`src/pkg/flag_exec_pkg.sv`:
```
`default_nettype none
package flag_exec_pkg;
    // flag word bit positions
    localparam int CARRY_POS = 0;
    localparam int PARITY_POS = 2;
    localparam int AUX_POS = 4;
    localparam int ZERO_POS = 6;
    localparam int SIGN_POS = 7;
    localparam int TRAP_POS = 8;
    localparam int IE_POS = 9;
    localparam int DIR_POS = 10;
    localparam int OVF_POS = 11;
    localparam int IO_PRIVILEGE_FIELD_LO = 12;
    localparam int IO_PRIVILEGE_FIELD_HI = 13;
    localparam int NT_POS = 14;
    // flag bits a pop may load; bit 15 and undefined bits keep their value
    localparam logic [15:0] POP_WRITABLE = 16'h7FD5;
    localparam logic [15:0] FLAGS_RESET = 16'h0000;
    localparam logic [15:0] PTR_RESET = 16'h0000;
    localparam logic [15:0] STACK_STEP = 16'h0002;
    localparam logic [15:0] INDEX_STEP = 16'h0001;
    localparam logic [1:0] MOST_PRIV = 2'h0;
    localparam logic [7:0] TEN = 8'h0A;
    // avalon register offsets (byte addresses)
    localparam logic [7:0] OFS_CMD = 8'h00;
    localparam logic [7:0] OFS_FLAGS = 8'h04;
    localparam logic [7:0] OFS_ACCUM = 8'h08;
    localparam logic [7:0] OFS_STACK = 8'h0C;
    localparam logic [7:0] OFS_SRC_INDEX = 8'h10;
    localparam logic [7:0] OFS_DEST_INDEX = 8'h14;
    localparam logic [7:0] OFS_MODE = 8'h18;
    localparam logic [7:0] OFS_STATUS = 8'h1C;
    localparam logic [7:0] OFS_STACK_WORD = 8'h20;
    localparam logic [31:0] UNMAPPED_READ = 32'hDEAD_BEEF;
    // status register bit positions
    localparam int ST_HALT = 0;
    localparam int ST_LOCK = 1;
    localparam int ST_FAULT = 2;
    localparam int ST_PUSHED = 3;
    // operation codes written to the command register
    typedef enum logic [4:0] {
        nop_op                  = 5'h00,
        set_carry_op            = 5'h01,
        clear_carry_op          = 5'h02,
        complement_carry_op     = 5'h03,
        clear_direction_op      = 5'h04,
        set_direction_op        = 5'h05,
        flags_to_high_byte_op   = 5'h06,
        high_byte_to_flags_op   = 5'h07,
        push_flags_op           = 5'h08,
        pop_flags_op            = 5'h09,
        interrupt_return_op     = 5'h0A,
        interrupt_disable_op    = 5'h0B,
        interrupt_enable_op     = 5'h0C,
        halt_op                 = 5'h0D,
        lock_prefix_op          = 5'h0E,
        packed_add_adjust_op    = 5'h0F,
        packed_sub_adjust_op    = 5'h10,
        unpacked_add_adjust_op  = 5'h11,
        unpacked_sub_adjust_op  = 5'h12,
        unpacked_mul_adjust_op  = 5'h13,
        unpacked_div_adjust_op  = 5'h14,
        string_step_op          = 5'h15
    } op_t;
endpackage
`default_nettype wire

```
`src/verilog/flag_bcd_trusted_exec.sv`:
```
// The register offsets and the Avalon-MM interface to the registers are this design's own decisions.
`default_nettype none
module flag_bcd_trusted_exec
    import flag_exec_pkg::*;
(
    input  wire logic        sys_clk,
    input  wire logic        sys_rst,
    input  wire logic [7:0]  address,
    input  wire logic        read,
    input  wire logic        write,
    input  wire logic [31:0] writedata,
    input  wire logic [3:0]  byteenable,
    output logic      [31:0] readdata,
    output logic             waitrequest,
    input  wire logic        maskable_irq,
    input  wire logic        nmi_irq,
    output logic             irq_accept,
    output logic             bus_lock,
    output logic             protection_fault,
    output logic             halted
);

    ////////////////////////////////////////////////////////////////////////
    // architectural state
    logic [15:0] flags;
    logic [15:0] accum;
    logic [15:0] stack_pointer;
    logic [15:0] src_index;
    logic [15:0] dest_index;
    logic [15:0] stack_word;
    logic [15:0] pushed_word;
    logic [1:0]  current_privilege;
    logic        protected_mode;
    logic        lock_pending;
    logic        pushed;
    logic        ack_phase;

    logic carry_flag;
    logic direction_flag;
    logic interrupt_enable_flag;
    logic [1:0] io_privilege_field;
    logic [7:0] accum_high_byte;
    logic [7:0] accum_low_byte;
    assign carry_flag = flags[CARRY_POS];
    assign direction_flag = flags[DIR_POS];
    assign interrupt_enable_flag = flags[IE_POS];
    assign io_privilege_field = flags[IO_PRIVILEGE_FIELD_HI:IO_PRIVILEGE_FIELD_LO];
    assign accum_high_byte = accum[15:8];
    assign accum_low_byte = accum[7:0];

    ////////////////////////////////////////////////////////////////////////
    // bus decode; one wait state so every access answers on the second edge
    wire sel_cmd   = address == OFS_CMD;
    wire sel_flags = address == OFS_FLAGS;
    wire sel_accum = address == OFS_ACCUM;
    wire sel_stack = address == OFS_STACK;
    wire sel_src   = address == OFS_SRC_INDEX;
    wire sel_dst   = address == OFS_DEST_INDEX;
    wire sel_mode  = address == OFS_MODE;
    wire sel_stat  = address == OFS_STATUS;
    wire sel_sword = address == OFS_STACK_WORD;
    wire wr_go     = write && ack_phase;
    wire rd_go     = read && ack_phase;
    wire low_en    = byteenable[0] || byteenable[1];
    wire op_valid  = wr_go && sel_cmd && byteenable[0];
    wire [4:0] op_raw = writedata[4:0];
    op_t op;
    assign op = op_t'(op_raw);

    // merge byte lanes 0 and 1 into a 16-bit register
    function automatic logic [15:0] lane_merge(input logic [15:0] old,
                                               input logic [31:0] d,
                                               input logic [3:0] be);
        lane_merge = {be[1] ? d[15:8] : old[15:8],
                      be[0] ? d[7:0] : old[7:0]};
    endfunction

    ////////////////////////////////////////////////////////////////////////
    // privilege tests, real mode passes everything
    wire io_trusted   = !protected_mode ||
                        (current_privilege <= io_privilege_field);
    wire level0       = !protected_mode ||
                        (current_privilege == MOST_PRIV);
    wire is_int_op    = op == interrupt_disable_op ||
                        op == interrupt_enable_op;
    wire trust_fault  = op_valid && !io_trusted &&
                        (is_int_op || op == lock_prefix_op);
    wire halt_fault   = op_valid && op == halt_op && !level0;
    wire any_fault    = trust_fault || halt_fault;
    // halt ends on an accepted interrupt; nmi always, maskable by bit 9
    wire wake         = nmi_irq || (maskable_irq && interrupt_enable_flag);

    ////////////////////////////////////////////////////////////////////////
    // decimal adjust arithmetic
    wire       aux_in   = flags[AUX_POS];
    wire       lo_big   = accum_low_byte[3:0] > 4'h9;
    wire       adj_lo   = lo_big || aux_in;
    wire       hi_big   = accum_low_byte > 8'h99;
    wire       adj_hi   = hi_big || carry_flag;
    wire [7:0] pk_step  = {adj_hi ? 4'h6 : 4'h0, adj_lo ? 4'h6 : 4'h0};
    wire [7:0] daa_res  = accum_low_byte + pk_step;
    wire [7:0] das_res  = accum_low_byte - pk_step;
    wire [7:0] ua_low   = accum_low_byte + 8'h06;
    wire [7:0] us_low   = accum_low_byte - 8'h06;
    wire [7:0] mul_hi   = accum_low_byte / TEN;
    wire [7:0] mul_lo   = accum_low_byte % TEN;
    wire [15:0] div_wide = accum_high_byte * TEN;
    wire [7:0] div_res  = div_wide[7:0] + accum_low_byte;

    // flag bits a pop is allowed to change
    logic [15:0] pop_mask;
    assign pop_mask = POP_WRITABLE
        & ~(level0 ? 16'h0000 : 16'h3000)
        & ~(io_trusted ? 16'h0000 : 16'h0200);

    ////////////////////////////////////////////////////////////////////////
    // next flag and accumulator values for the command just written
    logic [15:0] next_flags;
    logic [15:0] next_accum;
    always_comb begin
        next_flags = flags;
        next_accum = accum;
        if (op_valid && !any_fault) begin
            unique case (op)
                set_carry_op:        next_flags[CARRY_POS] = 1'b1;
                clear_carry_op:      next_flags[CARRY_POS] = 1'b0;
                complement_carry_op: next_flags[CARRY_POS] = !carry_flag;
                clear_direction_op:  next_flags[DIR_POS] = 1'b0;
                set_direction_op:    next_flags[DIR_POS] = 1'b1;
                flags_to_high_byte_op: begin
                    // undefined bits 5, 3 and 1 are returned as zero
                    next_accum[15:8] = {flags[SIGN_POS], flags[ZERO_POS],
                        1'b0, flags[AUX_POS], 1'b0, flags[PARITY_POS],
                        1'b0, flags[CARRY_POS]};
                end
                high_byte_to_flags_op: begin
                    next_flags[SIGN_POS]   = accum[15];
                    next_flags[ZERO_POS]   = accum[14];
                    next_flags[AUX_POS]    = accum[12];
                    next_flags[PARITY_POS] = accum[10];
                    next_flags[CARRY_POS]  = accum[8];
                end
                pop_flags_op, interrupt_return_op: begin
                    next_flags = (flags & ~pop_mask)
                               | (stack_word & pop_mask);
                end
                interrupt_disable_op: next_flags[IE_POS] = 1'b0;
                interrupt_enable_op:  next_flags[IE_POS] = 1'b1;
                packed_add_adjust_op: begin
                    next_accum[7:0] = daa_res;
                    next_flags[CARRY_POS] = adj_hi;
                    next_flags[AUX_POS] = adj_lo;
                end
                packed_sub_adjust_op: begin
                    next_accum[7:0] = das_res;
                    next_flags[CARRY_POS] = adj_hi;
                    next_flags[AUX_POS] = adj_lo;
                end
                unpacked_add_adjust_op: begin
                    next_accum[7:0] = {4'h0, (adj_lo ? ua_low[3:0]
                        : accum_low_byte[3:0])};
                    next_accum[15:8] = accum_high_byte
                        + (adj_lo ? 8'h01 : 8'h00);
                    next_flags[CARRY_POS] = adj_lo;
                    next_flags[AUX_POS] = adj_lo;
                end
                unpacked_sub_adjust_op: begin
                    next_accum[7:0] = {4'h0, (adj_lo ? us_low[3:0]
                        : accum_low_byte[3:0])};
                    next_accum[15:8] = accum_high_byte
                        - (adj_lo ? 8'h01 : 8'h00);
                    next_flags[CARRY_POS] = adj_lo;
                    next_flags[AUX_POS] = adj_lo;
                end
                unpacked_mul_adjust_op: begin
                    next_accum = {mul_hi, mul_lo};
                end
                unpacked_div_adjust_op: begin
                    next_accum = {8'h00, div_res};
                end
                default: begin
                end
            endcase
        end else if (wr_go && sel_flags) begin
            next_flags = lane_merge(flags, writedata, byteenable);
        end else if (wr_go && sel_accum) begin
            next_accum = lane_merge(accum, writedata, byteenable);
        end
    end

    ////////////////////////////////////////////////////////////////////////
    // flags, accumulator and mode; reset clears every flag bit
    always_ff @(posedge sys_clk) begin
        if (sys_rst) begin
            flags <= FLAGS_RESET;
            accum <= PTR_RESET;
            protected_mode <= 1'b0;
            current_privilege <= MOST_PRIV;
        end else begin
            flags <= next_flags;
            accum <= next_accum;
            if (wr_go && sel_mode && byteenable[0]) begin
                protected_mode <= writedata[0];
                current_privilege <= writedata[2:1];
            end
        end
    end

    ////////////////////////////////////////////////////////////////////////
    // stack pointer, stack word and string index pointers
    wire str_step = op_valid && op == string_step_op;
    wire [15:0] idx_next_src = direction_flag ? src_index - INDEX_STEP
                                              : src_index + INDEX_STEP;
    wire [15:0] idx_next_dst = direction_flag ? dest_index - INDEX_STEP
                                              : dest_index + INDEX_STEP;
    wire is_pop = op == pop_flags_op || op == interrupt_return_op;
    always_ff @(posedge sys_clk) begin
        if (sys_rst) begin
            stack_pointer <= PTR_RESET;
            src_index <= PTR_RESET;
            dest_index <= PTR_RESET;
            stack_word <= PTR_RESET;
            pushed_word <= PTR_RESET;
            pushed <= 1'b0;
        end else if (op_valid && op == push_flags_op) begin
            // word lands at the lowered pointer, flags untouched
            stack_pointer <= stack_pointer - STACK_STEP;
            pushed_word <= flags;
            pushed <= 1'b1;
        end else if (op_valid && is_pop) begin
            stack_pointer <= stack_pointer + STACK_STEP;
            pushed <= 1'b0;
        end else if (str_step) begin
            src_index <= idx_next_src;
            dest_index <= idx_next_dst;
        end else if (wr_go && low_en) begin
            if (sel_stack)
                stack_pointer <= lane_merge(stack_pointer, writedata,
                                            byteenable);
            if (sel_src)
                src_index <= lane_merge(src_index, writedata, byteenable);
            if (sel_dst)
                dest_index <= lane_merge(dest_index, writedata, byteenable);
            if (sel_sword)
                stack_word <= lane_merge(stack_word, writedata, byteenable);
        end
    end

    ////////////////////////////////////////////////////////////////////////
    // halt, lock and fault outputs
    // lock covers exactly the one command that follows the prefix
    always_ff @(posedge sys_clk) begin
        if (sys_rst) begin
            halted <= 1'b0;
            lock_pending <= 1'b0;
            bus_lock <= 1'b0;
            protection_fault <= 1'b0;
            irq_accept <= 1'b0;
        end else begin
            // nmi is always taken; maskable only with bit 9 set
            irq_accept <= wake;
            if (halted && wake)
                halted <= 1'b0;
            else if (op_valid && op == halt_op && level0)
                halted <= 1'b1;
            if (any_fault)
                protection_fault <= 1'b1;
            else if (wr_go && sel_stat && writedata[ST_FAULT])
                protection_fault <= 1'b0;
            if (op_valid && op == lock_prefix_op && !trust_fault) begin
                lock_pending <= 1'b1;
                bus_lock <= 1'b1;
            end else if (op_valid && lock_pending) begin
                lock_pending <= 1'b0;
                bus_lock <= 1'b1;
            end else begin
                bus_lock <= lock_pending;
            end
        end
    end

    ////////////////////////////////////////////////////////////////////////
    // read mux and handshake
    logic [31:0] next_readdata;
    always_comb begin
        next_readdata = UNMAPPED_READ;
        if (sel_cmd)   next_readdata = 32'h0000_0000;
        if (sel_flags) next_readdata = {16'h0000, flags};
        if (sel_accum) next_readdata = {16'h0000, accum};
        if (sel_stack) next_readdata = {16'h0000, stack_pointer};
        if (sel_src)   next_readdata = {16'h0000, src_index};
        if (sel_dst)   next_readdata = {16'h0000, dest_index};
        if (sel_mode)  next_readdata = {29'h0, current_privilege,
                                        protected_mode};
        if (sel_stat)  next_readdata = {28'h0, pushed, protection_fault,
                                        bus_lock, halted};
        if (sel_sword) next_readdata = {pushed_word, stack_word};
    end

    always_ff @(posedge sys_clk) begin
        if (sys_rst) begin
            ack_phase <= 1'b0;
            waitrequest <= 1'b1;
            readdata <= 32'h0000_0000;
        end else begin
            ack_phase <= (read || write) && !ack_phase;
            // registered copy of the inverse keeps the output glitch free
            waitrequest <= !((read || write) && !ack_phase);
            if ((read || write) && !ack_phase)
                readdata <= next_readdata;
        end
    end
    wire unused_ok = rd_go;

endmodule
`default_nettype wire
```
`config.mk`:
```
export PLATFORM = sky130hd
export DESIGN_NAME = flag_bcd_trusted_exec
export DESIGN_NICKNAME = d
export VERILOG_FILES = /design/src/pkg/flag_exec_pkg.sv /design/src/verilog/flag_bcd_trusted_exec.sv
export SDC_FILE = /design/constraint.sdc
export NUM_CORES = 1
export LEC_CHECK = 0
export BUFFER_PORTS_ARGS = -buffer_cell sky130_fd_sc_hd__buf_2
export CORE_MARGIN = 10
export CORE_UTILIZATION = 35
export DETAILED_ROUTE_END_ITERATION = 10
export GPL_ROUTABILITY_DRIVEN = 0
export PLACE_DENSITY_LB_ADDON = 0.25
export SLEW_MARGIN = 25
export SYNTH_ARGS = -nofsm -noshare
export SYNTH_HDL_FRONTEND = slang
export SYNTH_SLANG_ARGS = --single-unit
export TNS_END_PERCENT = 1
```
`constraint.sdc`:
```
create_clock -name sys_clk -period 3.3 [get_ports sys_clk]
set_input_delay 0.165 -clock sys_clk [delete_from_list [all_inputs] [get_ports sys_clk]]
set_output_delay 0.165 -clock sys_clk [all_outputs]
set_load 0.005 [all_outputs]
```
* Word-level counts from Yosys, hierarchy flattened
Cells that the tools add are included.
Storage, ports and cells: output and inout bits 37, register bits after elaboration 155, input bits 50, word-level logic and storage cells 242
Operators by class: mux-type cells 57, eq/ne operators 41, $lt $le $gt $ge 3, divide/modulo/power cells 2, bitwise operators 10, reductions and logical operators 85, $add $sub $neg 13, $mul 1
Operators by type and width (count):
- $mux W16 | 18
- $mux W32 | 9
- $pmux W8 S6 | 1
- $eq A5 B4 Y1 const B | 8
- $pmux W8 S5 | 1
- $add A16 B1 Y16 const B | 2
- $and A16 B16 Y16 | 2
- $eq A8 B5 Y1 const B | 4
- $sub A16 B1 Y16 const B | 2
- $eq A5 B5 Y1 const B | 6
- $logic_and A1 B1 Y1 | 25
- $reduce_bool A2 Y1 | 12
- $reduce_and A3 Y1 | 7
- $eq A5 B3 Y1 const B | 4
- $reduce_and A5 Y1 | 4
- $reduce_and A6 Y1 | 3
- $add A16 B2 Y16 const B | 1
- $add A8 B8 Y8 | 2
- $and A15 B16 Y16 | 1
- $eq A8 B4 Y1 const B | 2
- $mux W8 | 2
- $not A10 Y16 | 1
- $not A16 Y16 | 1
- $or A16 B16 Y16 | 1
- 46 further kinds | 93

* Longest topological paths before layout
word-level depth 10, gate-level depth with buffers 14, gate-level depth less buffers 13

* Least setup slack after synthesis
No wires, ideal clock.
kind reg2reg, start register flags[10], end register dest_index[14], stages on the path, launching flop included 12, setup time 0.132 ns, path buffers 1, slack -0.045 ns, arrival time 3.213 ns, required time 3.168 ns, period minus slack after synthesis 3.345 ns, cells stage by stage dfxtp_1 -> clkbuf_1 -> inv_1 -> fa_1 -> nand2b_1 -> a21oi_1 -> nor3_1 -> o31ai_1 -> a211oi_1 -> o31ai_1 -> mux2i_1 -> a21oi_1
Between the ends: longest elaborated chain between the ends 2
Ends and longest elaborated chain:
- start, declared | RTL line flag_bcd_trusted_exec.sv:25 | logic [15:0] flags;
- start signal, assigned | RTL line flag_bcd_trusted_exec.sv:200 | flags <= next_flags;
- $mux W16 | RTL line flag_bcd_trusted_exec.sv:214 | wire [15:0] idx_next_dst = direction_flag ? dest_index - INDEX_STEP
- $mux W16 | RTL line flag_bcd_trusted_exec.sv:233 | end else if (str_step) begin
- end signal, assigned | RTL line flag_bcd_trusted_exec.sv:235 | dest_index <= idx_next_dst;
- end signal, assigned | RTL line flag_bcd_trusted_exec.sv:243 | dest_index <= lane_merge(dest_index, writedata, byteenable);
- end, declared | RTL line flag_bcd_trusted_exec.sv:29 | logic [15:0] dest_index;
Every way passes these cells. A chain may end at the register's enable or synchronous reset.

==> out/results.tsv <==
stage	metric	value	unit
detailed_routing	drt_iter0_drc	1109	
synth	syn_avg_cell_area	7.70	um^2
clocking	clock_latency	450	ps
clocking	post_cts_buffers	0	
timing	max_freq	0.322	GHz
power_and_ir_drop	vdd_drop_max	0.374	mV
setup_path	setup.worst_path.start_class	flip-flop	
timing	setup_viol	0	
synth	yosys_warnings	0	
hold_path	hold_path.class	in2reg	
grt	grt_overflow	0	
detailed_routing	routed_wl	41300	um
clocking	tritoncts	done	
setup_path	crit_buf_inv	2	
grt	grt.total_usage	20.6	%
setup_path	cp-end-kind	flip-flop	
finish	final_cell_mix	nand2_1 (170), dfxtp_1 (154), a21oi_1 (132)	
setup_path	path_delay_family	compound AO/OA/AOI/OAI gates	
timing	min_period	3110	ps
floorplanning	die_x	198	um
synth	async_reset_ff_share	0	%
power_and_ir_drop	p_per_area	341	mW/mm^2
timing	finalClockSkew	13.4	ps
finish	areaGrowthSynthToFinish	14.6	%
synth	synthCells	1443	
clocking	cts_inserted_buffers	17	
floorplanning	rows	65	
detailed_routing	dr_total_vias	11500	
synth	synth_area	0.0111	mm^2
timing	holdWs	11.5	ps
setup_path	cp_slowest_stage_delay	410	ps
setup_path	critPathKind	reg2reg	
finish	drive_gt1_share	14.1	%
clocking	cts_root_buffer	clkbuf_16	
detailed_routing	drt_first_pass_iters	6	
job	drv_cap	0	
synth	ys_seq_elements	155	
timing	fin_tns_setup	0	ps
setup_path	cp_cell_sequence	inv_1 -> ha_1 -> nor2b_1 -> o21ai_0 -> o311ai_4 -> nor4_4 -> buf_4 -> o21ai_1 -> a31oi_1 -> mux2i_1 -> nor2_1	
detailed_routing	routedWlPerCell	21.5	um
timing	drv_slew	0	
setup_path	worstPathMaxFanout	33	
timing	fin_crit_sh	94.1	%
timing	slew_headroom	36.9	%
floorplanning	dieArea	0.0393	mm^2
floorplanning	io-pin-count	87	
floorplanning	die_h	198	um
power_and_ir_drop	p_leak	5.00	nW
timing	rsz0062_at_grt	no	
synth	ys_seq_area_share	27.9	%
detailed_routing	ant_nets	0	
clocking	htree_levels	4	
placed_design	io_buffers	68	
setup_path	reg2reg_slack	190	ps
timing	tightest_slew	947	ps
placed_design	dp_hpwl	30800	um
clocking	cts_hold_buf	1	
detailed_routing	drc	0	
timing	hold_viol	0	
grt	antenna_found_initial	1	
clocking	cts.sinks	155	
run_status	status	finished, final reports clean	
floorplanning	start_util	35.4	%
setup_path	required	3610	ps
setup_path	arrival	3420	ps
grt	grt_max_degree	59	
clocking	clk_pin_slew	80	ps
synth	synth_edf_count	0	
floorplanning	core-area	0.0314	mm^2
grt	grt_first_pass_wirelength	63300	um
synth	synth_fp_nets	1560	
grt	grt_pass1_vias	10700	
finish	layout.nets	1627	
setup_path	cp_slowest_cell	dfxtp_1	
synth	ys_types	84	
detailed_routing	viasPerCell	5.96	
hold_path	hold_start	maskable_irq	
finish	final_common_cell	nand2_1	
clocking	cts_buffer_depth	2	
clocking	post_cts_resized	0	
synth	synthFlopType	dfxtp_1	
[final timing paths]
kind / endpoint / cells after the start
setup reg to reg: flags[2]$_SDFFE_PP0P_ / 11
hold reg to reg: pushed_word[4]$_SDFFE_PP0P_ / 2
hold / removal: irq_accept$_SDFF_PP0_ / 3
setup / recovery: flags[2]$_SDFFE_PP0P_ / 11
[state kept, by name, summed over array words and instances, names as in the netlist, named ones only]
name and flops:
accum 16, ack_phase 1, bus_lock 1, current_privilege 2, dest_index 16, flags 13, halted 1, irq_accept 1
lock_pending 1, protected_mode 1, protection_fault 1, pushed 1, pushed_word 16, readdata 32, src_index 16, stack_pointer 16
stack_word 16, waitrequest 1
[cell families after synthesis]
family,count (synthesis),share of synthesized area (%)
buf+inv,130,4.73
flops,155,27.9
xor+xnor,58,4.57
fa+ha+maj,68,8.04
mux,41,3.88
compound gates,463,27.8
simple gates,528,23.1
[metal layers]
layer | wire (um) | vias to the layer above | GRT usage, %
li1 | - | 5489 | -
met1 | 19000 | 5450 | 28.6
met2 | 18100 | 467 | 31.3
met3 | 2970 | 78 | 3.07
met4 | 1330 | 2 | 7.97
met5 | 20 | - | 0
[report_power, final]
part           total [mW]  switching (mW)  internal, mW  leakage [nW]
combinational       0.344           0.233         0.112          3.45
sequential           1.93          0.0217          1.90          1.26
clock                2.06            1.03          1.04         0.295
total                4.33            1.28          3.05          5.00
[through the flow]
stage	area [um^2]	std cells	total power, mW	setup WS (ps)	utilization [%]
final	12700	1926	4.33	195	40.5
after global routing	12700	1925	4.46	37.3	40.5
after CTS	12700	1925	4.34	243	40.5
after detailed placement	12100	1892	2.31	256	38.5
after global placement	12100	1892	2.31	300	38.5
after floorplan	11100	1443	2.14	39.8	-
[cell usage after synthesis (12+ instances only)]
cell	n	area (um^2)
nand2_1	170	638
o21a_1	15	113
a221o_1	21	210
ha_1	61	763
nand3_1	43	215
inv_1	42	158
a31oi_1	20	125
dfxtp_1	155	3100
o22ai_1	16	100
xor2_1	18	158
nor3_1	60	300
clkbuf_1	62	233
and3_1	19	119
nor2_1	131	492
buf_2	18	90.1
o211ai_1	12	90.1
xnor2_1	40	350
a21oi_1	132	661
mux2i_1	25	250
nand2b_1	14	87.6
a221oi_1	18	158
a211oi_1	32	240
mux2_2	16	180
or3_1	13	81.3
a22oi_1	13	97.6
nor2b_1	13	81.3
o21ai_0	85	425
[tightest hold or removal path, delay by kind of cell]
| kind | cells | cell delay, ps |
|---|---|---|
| buf+inv | 1 | 80 |
| compound gates | 1 | 90 |
| simple gates | 1 | 90 |
[cell type report]
class	count	area [um^2]
clock buffer	17	425
tap	402	503
timing repair buffer	135	848
inverter	43	161
multi-input combinational	1158	7490
fill	3281	18700
sequential	155	3100
clock inverter	15	190
antenna	1	2.50
Note: power is estimated with default switching activity, not from simulation.
